[config.mk]
export PLATFORM = sky130hd
export DESIGN_NAME = dtp_dual_timer_pwm
export DESIGN_NICKNAME = d
export VERILOG_FILES = /design/src/hdl/dtp_pkg.sv /design/src/hdl/dtp_dual_timer_pwm.sv
export SDC_FILE = /design/constraint.sdc
export NUM_CORES = 1
export LEC_CHECK = 0
export CORE_MARGIN = 4
export CORE_UTILIZATION = 27
export DETAILED_ROUTE_END_ITERATION = 10
export DONT_BUFFER_PORTS = 1
export GPL_ROUTABILITY_DRIVEN = 0
export PLACE_DENSITY = 0.47
export SLEW_MARGIN = 20
export SYNTH_ARGS = -nofsm -noshare
export SYNTH_HDL_FRONTEND = slang
export SYNTH_SLANG_ARGS = --single-unit
[constraint.sdc]
create_clock -name clock -period 4.1 [get_ports clock]
set_input_delay 0.41 -clock clock [delete_from_list [all_inputs] [get_ports clock]]
set_output_delay 0.41 -clock clock [all_outputs]
set_load 0.03 [all_outputs]
[src/hdl/dtp_pkg.sv]
// package of the dual timer pwm block: register map, field positions, reset values, types.
// assumes a single 100 MHz clock and a plain one-cycle strobe register port.
//
// How it works
// - writing one to config bit 25 clears second timeout flag; bit reads zero.
// - writing one to config bit 24 clears first timeout flag; bit reads zero.
// - two mask bits, one per timer, block its interrupt output; both set at reset.
// - second selector codes 000..011 divide by 2,4,8,16; 1xx picks external tick.
// - first selector uses the same encoding in its own field.
// - eight-bit dead-zone length separates complementary output edges when enabled.
// - second repeat bit: zero runs once and stops, one reloads and repeats.
// - second flip bit one inverts the second timer output.
// - writing one to second manual load reloads its counter from load value.
// - second timer counts only while its run bit is one.
// - dead-zone enable bit turns the dead-zone generator on or off.
// - first repeat bit: zero runs once and stops, one reloads and repeats.
// - first flip bit one inverts the first timer output.
// - writing one to first manual load reloads its counter from load value.
// - first timer counts only while its run bit is one.
// - second live count register shows the second timer's present count.
// - raw flag bit one shows second timeout before masking.
// - raw flag bit zero shows first timeout before masking.

package dtp_pkg;

	// ----------------------------------------------------------------
	// register offsets
	// ----------------------------------------------------------------
	localparam logic [7:0] OFS_CONFIG = 8'h00;
	localparam logic [7:0] OFS_CONTROL = 8'h04;
	localparam logic [7:0] OFS_CMP0 = 8'h08;
	localparam logic [7:0] OFS_LOAD0 = 8'h0c;
	localparam logic [7:0] OFS_COUNT0 = 8'h10;
	localparam logic [7:0] OFS_CMP1 = 8'h14;
	localparam logic [7:0] OFS_LOAD1 = 8'h18;
	localparam logic [7:0] OFS_COUNT1 = 8'h1c;
	localparam logic [7:0] OFS_RAW = 8'h20;

	// ----------------------------------------------------------------
	// field positions
	// ----------------------------------------------------------------
	localparam int CFG_CLR1_BIT = 25;
	localparam int CFG_CLR0_BIT = 24;
	localparam int CFG_MASK_LSB = 22;
	localparam int CFG_SEL1_LSB = 19;
	localparam int CFG_SEL0_LSB = 16;
	localparam int CFG_DZLEN_LSB = 8;
	localparam int CFG_PRESC_LSB = 0;
	localparam int CTL_REPEAT1_BIT = 8;
	localparam int CTL_FLIP1_BIT = 7;
	localparam int CTL_LOAD1_BIT = 6;
	localparam int CTL_RUN1_BIT = 5;
	localparam int CTL_DZEN_BIT = 4;
	localparam int CTL_REPEAT0_BIT = 3;
	localparam int CTL_FLIP0_BIT = 2;
	localparam int CTL_LOAD0_BIT = 1;
	localparam int CTL_RUN0_BIT = 0;

	// ----------------------------------------------------------------
	// reset values
	// ----------------------------------------------------------------
	localparam logic [1:0] MASK_RESET = 2'h3;
	localparam logic [31:0] CONFIG_RESET = 32'h00c00000;

	// ----------------------------------------------------------------
	// types
	// ----------------------------------------------------------------
	typedef struct packed {
		logic [15:0] count;
		logic [15:0] match;
		logic level;
		logic done;
	} dtp_timer_t;

	typedef struct packed {
		logic [7:0] gap;
		logic last;
		logic hi;
		logic lo;
	} dtp_dz_t;

	typedef struct packed {
		logic [1:0] mask;
		logic [1:0][2:0] sel;
		logic [7:0] dz_len;
		logic [7:0] presc;
		logic [1:0] repeat_mode;
		logic [1:0] flip;
		logic [1:0] run;
		logic dz_en;
		logic [1:0][15:0] match_value;
		logic [1:0][15:0] load_value;
	} dtp_regs_t;

endpackage : dtp_pkg

[src/hdl/dtp_dual_timer_pwm.sv]
// dual 16-bit pwm timer with shared prescaler, dead-zone pairs and a register port.
// assumes a one-cycle strobe master on the same clock; external tick is asynchronous.

module dtp_dual_timer_pwm (
	// clock and reset
	input wire logic clock,
	input wire logic sys_rst,
	// register port
	input wire logic [7:0] bus_addr,
	input wire logic [31:0] bus_wdata,
	input wire logic bus_write,
	input wire logic bus_read,
	output logic [31:0] bus_rdata,
	// external tick pin
	input wire logic external_tick_input,
	// pwm outputs, index 0 first timer, 1 second timer
	output logic [1:0] pwm_out,
	output logic [1:0] pwm_out_n,
	// masked timeout levels
	output logic [1:0] expiry_irq
);

	// ----------------------------------------------------------------
	// state
	// ----------------------------------------------------------------
	typedef struct packed {
		dtp_pkg::dtp_regs_t regs;
		dtp_pkg::dtp_timer_t [1:0] tmr;
		dtp_pkg::dtp_dz_t [1:0] dz;
		logic [1:0] raw;
		logic [7:0] pre_cnt;
		logic [3:0] div_cnt;
		logic ext_sync1;
		logic ext_sync2;
		logic ext_prev;
		logic [31:0] rdata;
		logic [1:0] irq;
	} dtp_state_t;

	dtp_state_t st;
	dtp_state_t next_st;

	// ----------------------------------------------------------------
	// helpers
	// ----------------------------------------------------------------
	// tick for one timer from its selector; divide codes share one ripple of div_cnt
	function automatic logic sel_tick(input logic [2:0] sel, input logic [3:0] div,
		input logic pre_tick, input logic ext_tick);
		logic t;
		t = 1'b0;
		if (sel[2]) begin
			t = ext_tick;
		end else begin
			case (sel[1:0])
				2'h0: t = pre_tick & (div[0] == 1'b1);
				2'h1: t = pre_tick & (div[1:0] == 2'h3);
				2'h2: t = pre_tick & (div[2:0] == 3'h7);
				2'h3: t = pre_tick & (div == 4'hf);
				default: t = 1'b0;
			endcase
		end
		return t;
	endfunction

	// one timer step; returns the new timer and raises expired on timeout
	function automatic dtp_pkg::dtp_timer_t tmr_step(input dtp_pkg::dtp_timer_t t,
		input logic tick, input logic run, input logic repeat_mode, input logic load,
		input logic [15:0] load_val, input logic [15:0] match_val, output logic expired);
		dtp_pkg::dtp_timer_t n;
		n = t;
		expired = 1'b0;
		if (load) begin
			n.count = load_val;
			n.match = match_val;
			n.level = 1'b0;
			n.done = 1'b0;
		end else if (run && tick && !t.done) begin
			if (t.count == 16'h0000) begin
				expired = 1'b1;
				if (repeat_mode) begin
					n.count = load_val;
					n.match = match_val;
					n.level = 1'b0;
				end else begin
					n.done = 1'b1;
				end
			end else begin
				n.count = t.count - 16'h0001;
				if ((t.count - 16'h0001) == t.match) begin
					n.level = ~t.level;
				end
			end
		end
		return n;
	endfunction

	// complementary pair with both sides low for gap ticks after each edge
	function automatic dtp_pkg::dtp_dz_t dz_step(input dtp_pkg::dtp_dz_t d,
		input logic level, input logic en, input logic [7:0] len, input logic pre_tick);
		dtp_pkg::dtp_dz_t n;
		n = d;
		if (!en) begin
			n.last = level;
			n.gap = 8'h00;
			n.hi = level;
			n.lo = ~level;
		end else if (level != d.last) begin
			n.last = level;
			n.gap = len;
			n.hi = (len == 8'h00) ? level : 1'b0;
			n.lo = (len == 8'h00) ? ~level : 1'b0;
		end else if (d.gap != 8'h00) begin
			if (pre_tick) begin
				n.gap = d.gap - 8'h01;
			end
		end else begin
			n.hi = d.last;
			n.lo = ~d.last;
		end
		return n;
	endfunction

	// ----------------------------------------------------------------
	// next state
	// ----------------------------------------------------------------
	always_comb begin
		logic pre_tick;
		logic ext_tick;
		logic [1:0] tick;
		logic [1:0] load;
		logic [1:0] clr;
		logic [1:0] expired;
		logic [1:0] level;
		logic exp_bit;
		pre_tick = 1'b0;
		ext_tick = 1'b0;
		tick = 2'h0;
		load = 2'h0;
		clr = 2'h0;
		expired = 2'h0;
		level = 2'h0;
		exp_bit = 1'b0;
		next_st = st;

		// external tick: the first stage feeds only the second
		next_st.ext_sync1 = external_tick_input;
		next_st.ext_sync2 = st.ext_sync1;
		next_st.ext_prev = st.ext_sync2;
		ext_tick = st.ext_sync2 & ~st.ext_prev;

		// prescaler ticks every presc+1 clocks
		if (st.pre_cnt >= st.regs.presc) begin
			pre_tick = 1'b1;
			next_st.pre_cnt = 8'h00;
			next_st.div_cnt = st.div_cnt + 4'h1;
		end else begin
			next_st.pre_cnt = st.pre_cnt + 8'h01;
		end
		tick[0] = sel_tick(st.regs.sel[0], st.div_cnt, pre_tick, ext_tick);
		tick[1] = sel_tick(st.regs.sel[1], st.div_cnt, pre_tick, ext_tick);

		// register writes
		if (bus_write) begin
			case (bus_addr)
				dtp_pkg::OFS_CONFIG: begin
					clr[1] = bus_wdata[dtp_pkg::CFG_CLR1_BIT];
					clr[0] = bus_wdata[dtp_pkg::CFG_CLR0_BIT];
					next_st.regs.mask = bus_wdata[dtp_pkg::CFG_MASK_LSB +: 2];
					next_st.regs.sel[1] = bus_wdata[dtp_pkg::CFG_SEL1_LSB +: 3];
					next_st.regs.sel[0] = bus_wdata[dtp_pkg::CFG_SEL0_LSB +: 3];
					next_st.regs.dz_len = bus_wdata[dtp_pkg::CFG_DZLEN_LSB +: 8];
					next_st.regs.presc = bus_wdata[dtp_pkg::CFG_PRESC_LSB +: 8];
				end
				dtp_pkg::OFS_CONTROL: begin
					next_st.regs.repeat_mode[1] = bus_wdata[dtp_pkg::CTL_REPEAT1_BIT];
					next_st.regs.flip[1] = bus_wdata[dtp_pkg::CTL_FLIP1_BIT];
					load[1] = bus_wdata[dtp_pkg::CTL_LOAD1_BIT];
					next_st.regs.run[1] = bus_wdata[dtp_pkg::CTL_RUN1_BIT];
					next_st.regs.dz_en = bus_wdata[dtp_pkg::CTL_DZEN_BIT];
					next_st.regs.repeat_mode[0] = bus_wdata[dtp_pkg::CTL_REPEAT0_BIT];
					next_st.regs.flip[0] = bus_wdata[dtp_pkg::CTL_FLIP0_BIT];
					load[0] = bus_wdata[dtp_pkg::CTL_LOAD0_BIT];
					next_st.regs.run[0] = bus_wdata[dtp_pkg::CTL_RUN0_BIT];
				end
				dtp_pkg::OFS_CMP0: next_st.regs.match_value[0] = bus_wdata[15:0];
				dtp_pkg::OFS_LOAD0: next_st.regs.load_value[0] = bus_wdata[15:0];
				dtp_pkg::OFS_CMP1: next_st.regs.match_value[1] = bus_wdata[15:0];
				dtp_pkg::OFS_LOAD1: next_st.regs.load_value[1] = bus_wdata[15:0];
				default: begin
				end
			endcase
		end

		// timers use the buffers as they stand before this cycle's write
		for (int i = 0; i < 2; i++) begin
			// run gating inside tmr_step
			next_st.tmr[i] = tmr_step(st.tmr[i], tick[i], st.regs.run[i],
				st.regs.repeat_mode[i], load[i], st.regs.load_value[i],
				st.regs.match_value[i], exp_bit);
			expired[i] = exp_bit;
			// a timeout in the clearing cycle survives the clear
			next_st.raw[i] = (st.raw[i] & ~clr[i]) | expired[i];
			level[i] = st.tmr[i].level ^ st.regs.flip[i];
			next_st.dz[i] = dz_step(st.dz[i], level[i], st.regs.dz_en,
				st.regs.dz_len, pre_tick);
		end
		next_st.irq = next_st.raw & ~next_st.regs.mask;

		// register reads, answered in the next cycle
		next_st.rdata = 32'h00000000;
		if (bus_read) begin
			case (bus_addr)
				dtp_pkg::OFS_CONFIG: begin
					next_st.rdata[dtp_pkg::CFG_MASK_LSB +: 2] = st.regs.mask;
					next_st.rdata[dtp_pkg::CFG_SEL1_LSB +: 3] = st.regs.sel[1];
					next_st.rdata[dtp_pkg::CFG_SEL0_LSB +: 3] = st.regs.sel[0];
					next_st.rdata[dtp_pkg::CFG_DZLEN_LSB +: 8] = st.regs.dz_len;
					next_st.rdata[dtp_pkg::CFG_PRESC_LSB +: 8] = st.regs.presc;
				end
				dtp_pkg::OFS_CONTROL: begin
					next_st.rdata[dtp_pkg::CTL_REPEAT1_BIT] = st.regs.repeat_mode[1];
					next_st.rdata[dtp_pkg::CTL_FLIP1_BIT] = st.regs.flip[1];
					next_st.rdata[dtp_pkg::CTL_RUN1_BIT] = st.regs.run[1];
					next_st.rdata[dtp_pkg::CTL_DZEN_BIT] = st.regs.dz_en;
					next_st.rdata[dtp_pkg::CTL_REPEAT0_BIT] = st.regs.repeat_mode[0];
					next_st.rdata[dtp_pkg::CTL_FLIP0_BIT] = st.regs.flip[0];
					next_st.rdata[dtp_pkg::CTL_RUN0_BIT] = st.regs.run[0];
				end
				dtp_pkg::OFS_CMP0: next_st.rdata[15:0] = st.regs.match_value[0];
				dtp_pkg::OFS_LOAD0: next_st.rdata[15:0] = st.regs.load_value[0];
				dtp_pkg::OFS_COUNT0: next_st.rdata[15:0] = st.tmr[0].count;
				dtp_pkg::OFS_CMP1: next_st.rdata[15:0] = st.regs.match_value[1];
				dtp_pkg::OFS_LOAD1: next_st.rdata[15:0] = st.regs.load_value[1];
				dtp_pkg::OFS_COUNT1: next_st.rdata[15:0] = st.tmr[1].count;
				dtp_pkg::OFS_RAW: next_st.rdata[1:0] = st.raw;
				default: next_st.rdata = 32'h00000000;
			endcase
		end
	end

	// ----------------------------------------------------------------
	// registers
	// ----------------------------------------------------------------
	always_ff @(posedge clock) begin
		if (sys_rst) begin
			st <= '0;
			st.regs.mask <= dtp_pkg::MASK_RESET;
			st.dz[0].lo <= 1'b1;
			st.dz[1].lo <= 1'b1;
		end else begin
			st <= next_st;
		end
	end

	assign bus_rdata = st.rdata;
	assign expiry_irq = st.irq;
	assign pwm_out = {st.dz[1].hi, st.dz[0].hi};
	assign pwm_out_n = {st.dz[1].lo, st.dz[0].lo};

endmodule : dtp_dual_timer_pwm

==> flow_summary.yaml <==
global_routing:
  track_usage_pct: 17.4
  antenna_found_initial: 2
  grt_pass1_wl_um: 63700
  grt-ovfl-total: 0
  grt_max_degree: 156
  grt_pass1_vias: 10008
clock_network:
  cts_buffer_depth: 3
  cts.clk_slew.worst_paths_ns: 0.06
  cts_resized: 0
  clkSinkCount: 228
  cts_buffers: 27
  root_buffer: "clkbuf_16"
  htree_levels: 1
  cts_tree: "built"
  clk-insertion-delay-late_ns: 0.56
yosys:
  avgSynthCellArea_sq_um: 8.18
  yosysSeqAreaShare_pct: 38.9
  async_reset_ff_share_pct: 0
  synth-main-ff-cell: "dfxtp_1"
  yosysWarnings: 0
  synth_cells: 1434
  synth_seq_cells: 228
  syn_area_sq_um: 11700
  synth_edf_count: 0
  synth_cell_type_count: 90
run_status:
  status: "completed"
sta:
  relSlewSlack_pct: 33.3
  setup_ws_ns: 0.634
  period_minus_slack_ns: 3.47
  setup_tns_ns: 0
  tightest_slew_ns: 0.997
  holdWs_ns: 0.0287
  finalHoldViolCount: 0
  min_period_over_period_pct: 84.5
  fmax_ghz: 0.288
  rsz0062_at_grt: "false"
  drv_slew: 0
  setup_viol: 0
  clock_skew_ns: 0.00956
critical_path:
  crit_path_end_kind: "register"
  rrSetupSlack_ns: 0.63
  startpoint_type: "register"
  r2r-end: "st[108]"
  reg2regPathDepth: 7
  cp.arrival_ns: 3.87
  path_class: "register to register"
  worstReg2RegStart: "st[127]"
  path_max_fanout: 11
  crit_required_ns: 4.51
power:
  total_power_mw: 4.95
  leakagePower_nw: 4.54
  powerDensity_nw_per_um2: 374
  peakVddDrop_v: 0.000280
placed_design:
  dp_worst_setup_slack_ns: 0.636
  dp_cells: 1919
  dp_hpwl_um: 29400
  place_area_sq_um: 12000
  port_buffers: 0
min_path:
  worstHoldEndpoint: "st[208]"
  worstHoldPathCells: 2
  hp-start: "bus_write"
  worst_hold_path_type: "input port to register"
final_layout:
  stdcell_area_sq_um: 13200
  final_util_pct: 30.8
  drive_gt1_share_pct: 7.94
  nets: 1454
  finalNonFillerCells: 2000
  area_growth_pct: 12.8
routing:
  vias: 10462
  drc_errors: 0
  drt_first_iter_violations: 975
  ant_nets: 0
  drtPass1Iterations: 5
  routed_wirelength_um: 41800
  post_drt_wl_per_cell_um: 20.9
  drt-vias-per-instance: 5.23
floorplanning:
  ioPinCount: 83
  row_count: 76
  die_w_um: 216
  die_h_um: 216
  start_util_pct: 27.3
  dieArea_sq_um: 46800
  core_area_sq_um: 43000
run:
  maxCapViolCount: 0
layer usage:
metal  wire length (um)  vias up  track usage (%)
li1                   -     5000                -
met1              18600     5031             23.4
met2              18700      352             27.5
met3               2480       79             2.68
met4               2080        0             8.26
met5                  0        -                0
worst max-delay path by stage:
| stage | start | endpoint |
|---|---|---|
| finish | st[127] | st[108] |
| global route | st[125] | st[108] |
| CTS | st[127] | st[108] |
| detailed placement | st[127] | st[108] |
| global placement | st[127] | st[108] |
| floorplan | st[128] | st[108] |
cells in the mapped netlist, types with 5 or more instances:
library cell,number,area share [%]
nor3b_1,5,0.32
nor4_1,13,0.69
nand2b_1,16,0.85
or2_2,5,0.27
nor3_1,25,1.1
nor2_1,97,3.1
nand3_1,48,2.0
and2_1,17,0.91
a32o_1,6,0.51
buf_2,15,0.64
a221oi_1,6,0.45
a22oi_1,42,2.7
o21ai_0,27,1.2
buf_4,39,2.5
a222oi_1,9,0.77
ha_1,19,2.0
a41oi_1,6,0.45
xnor2_1,34,2.5
o31ai_1,6,0.38
buf_6,6,0.58
clkbuf_1,69,2.2
dfxtp_1,228,39
a21oi_1,153,6.5
o41ai_1,5,0.37
o32ai_1,8,0.60
nor2b_1,11,0.59
a31oi_1,22,1.2
nand3b_1,5,0.32
o211ai_1,26,1.7
nand2_1,246,7.9
xor2_1,29,2.2
or4_1,7,0.45
nand4_1,14,0.75
and3_1,8,0.43
mux2i_1,24,2.0
a211oi_1,19,1.2
inv_1,29,0.93
worst max-delay path: stages (launching register included):
cell	delay, ns
dfxtp_1	0.44
or4_4	0.67
nor4_1	0.39
xor3_4	0.42
or4_4	0.55
nor4_2	0.49
mux2i_1	0.27
a211oi_2	0.08
final cells by class:
type	count	area (sq um)
timing repair buffer	55	498
inverter	29	109
clock inverter	10	161
tap	585	732
antenna	4	10.0
fill	4602	29800
clock buffer	40	795
multi-input combinational	1049	6360
sequential	228	4560
registers in the layout, summed over array words and instances, names as in the netlist:
signal	flops
next_st	2
expiry_irq	2
pwm_out_n	2
pwm_out	2
st	196
bus_rdata	24
where the power goes:
group          internal (mW)  switching, mW
registers               2.22        0.00514
clock network           1.59           1.00
logic                 0.0373         0.0879
timing repair:
item	4_1_cts	5_1_grt
buffers inserted	0	0
endpoints found under the hold margin	155	0
hold buffers	27	0
cell families after synthesis:
kind of cell | count (synthesis) | synth area share (%)
multiplexers | 26 | 2.24
buffers and inverters | 164 | 7.23
XOR/XNOR | 66 | 5.33
AND/OR/NAND/NOR | 556 | 23.2
adder cells (fa/ha/maj) | 19 | 2.03
flip-flops | 228 | 38.9
other | 1 | 0.0320
AO/OA/AOI/OAI | 374 | 21.0
cells in the final DEF (no fill, tap or decap), types with 27 or more instances in the layout:
master / netlist / layout
a21oi_1: 153 / 153
a22oi_1: 42 / 42
buf_4: 39 / 28
clkbuf_16: 0 / 27
dfxtp_1: 228 / 228
inv_1: 29 / 29
nand2_1: 246 / 246
nand3_1: 48 / 48
nor2_1: 97 / 96
o21ai_0: 27 / 27
xnor2_1: 34 / 33
xor2_1: 29 / 29
No activity file was read; power rests on OpenSTA's default activity.
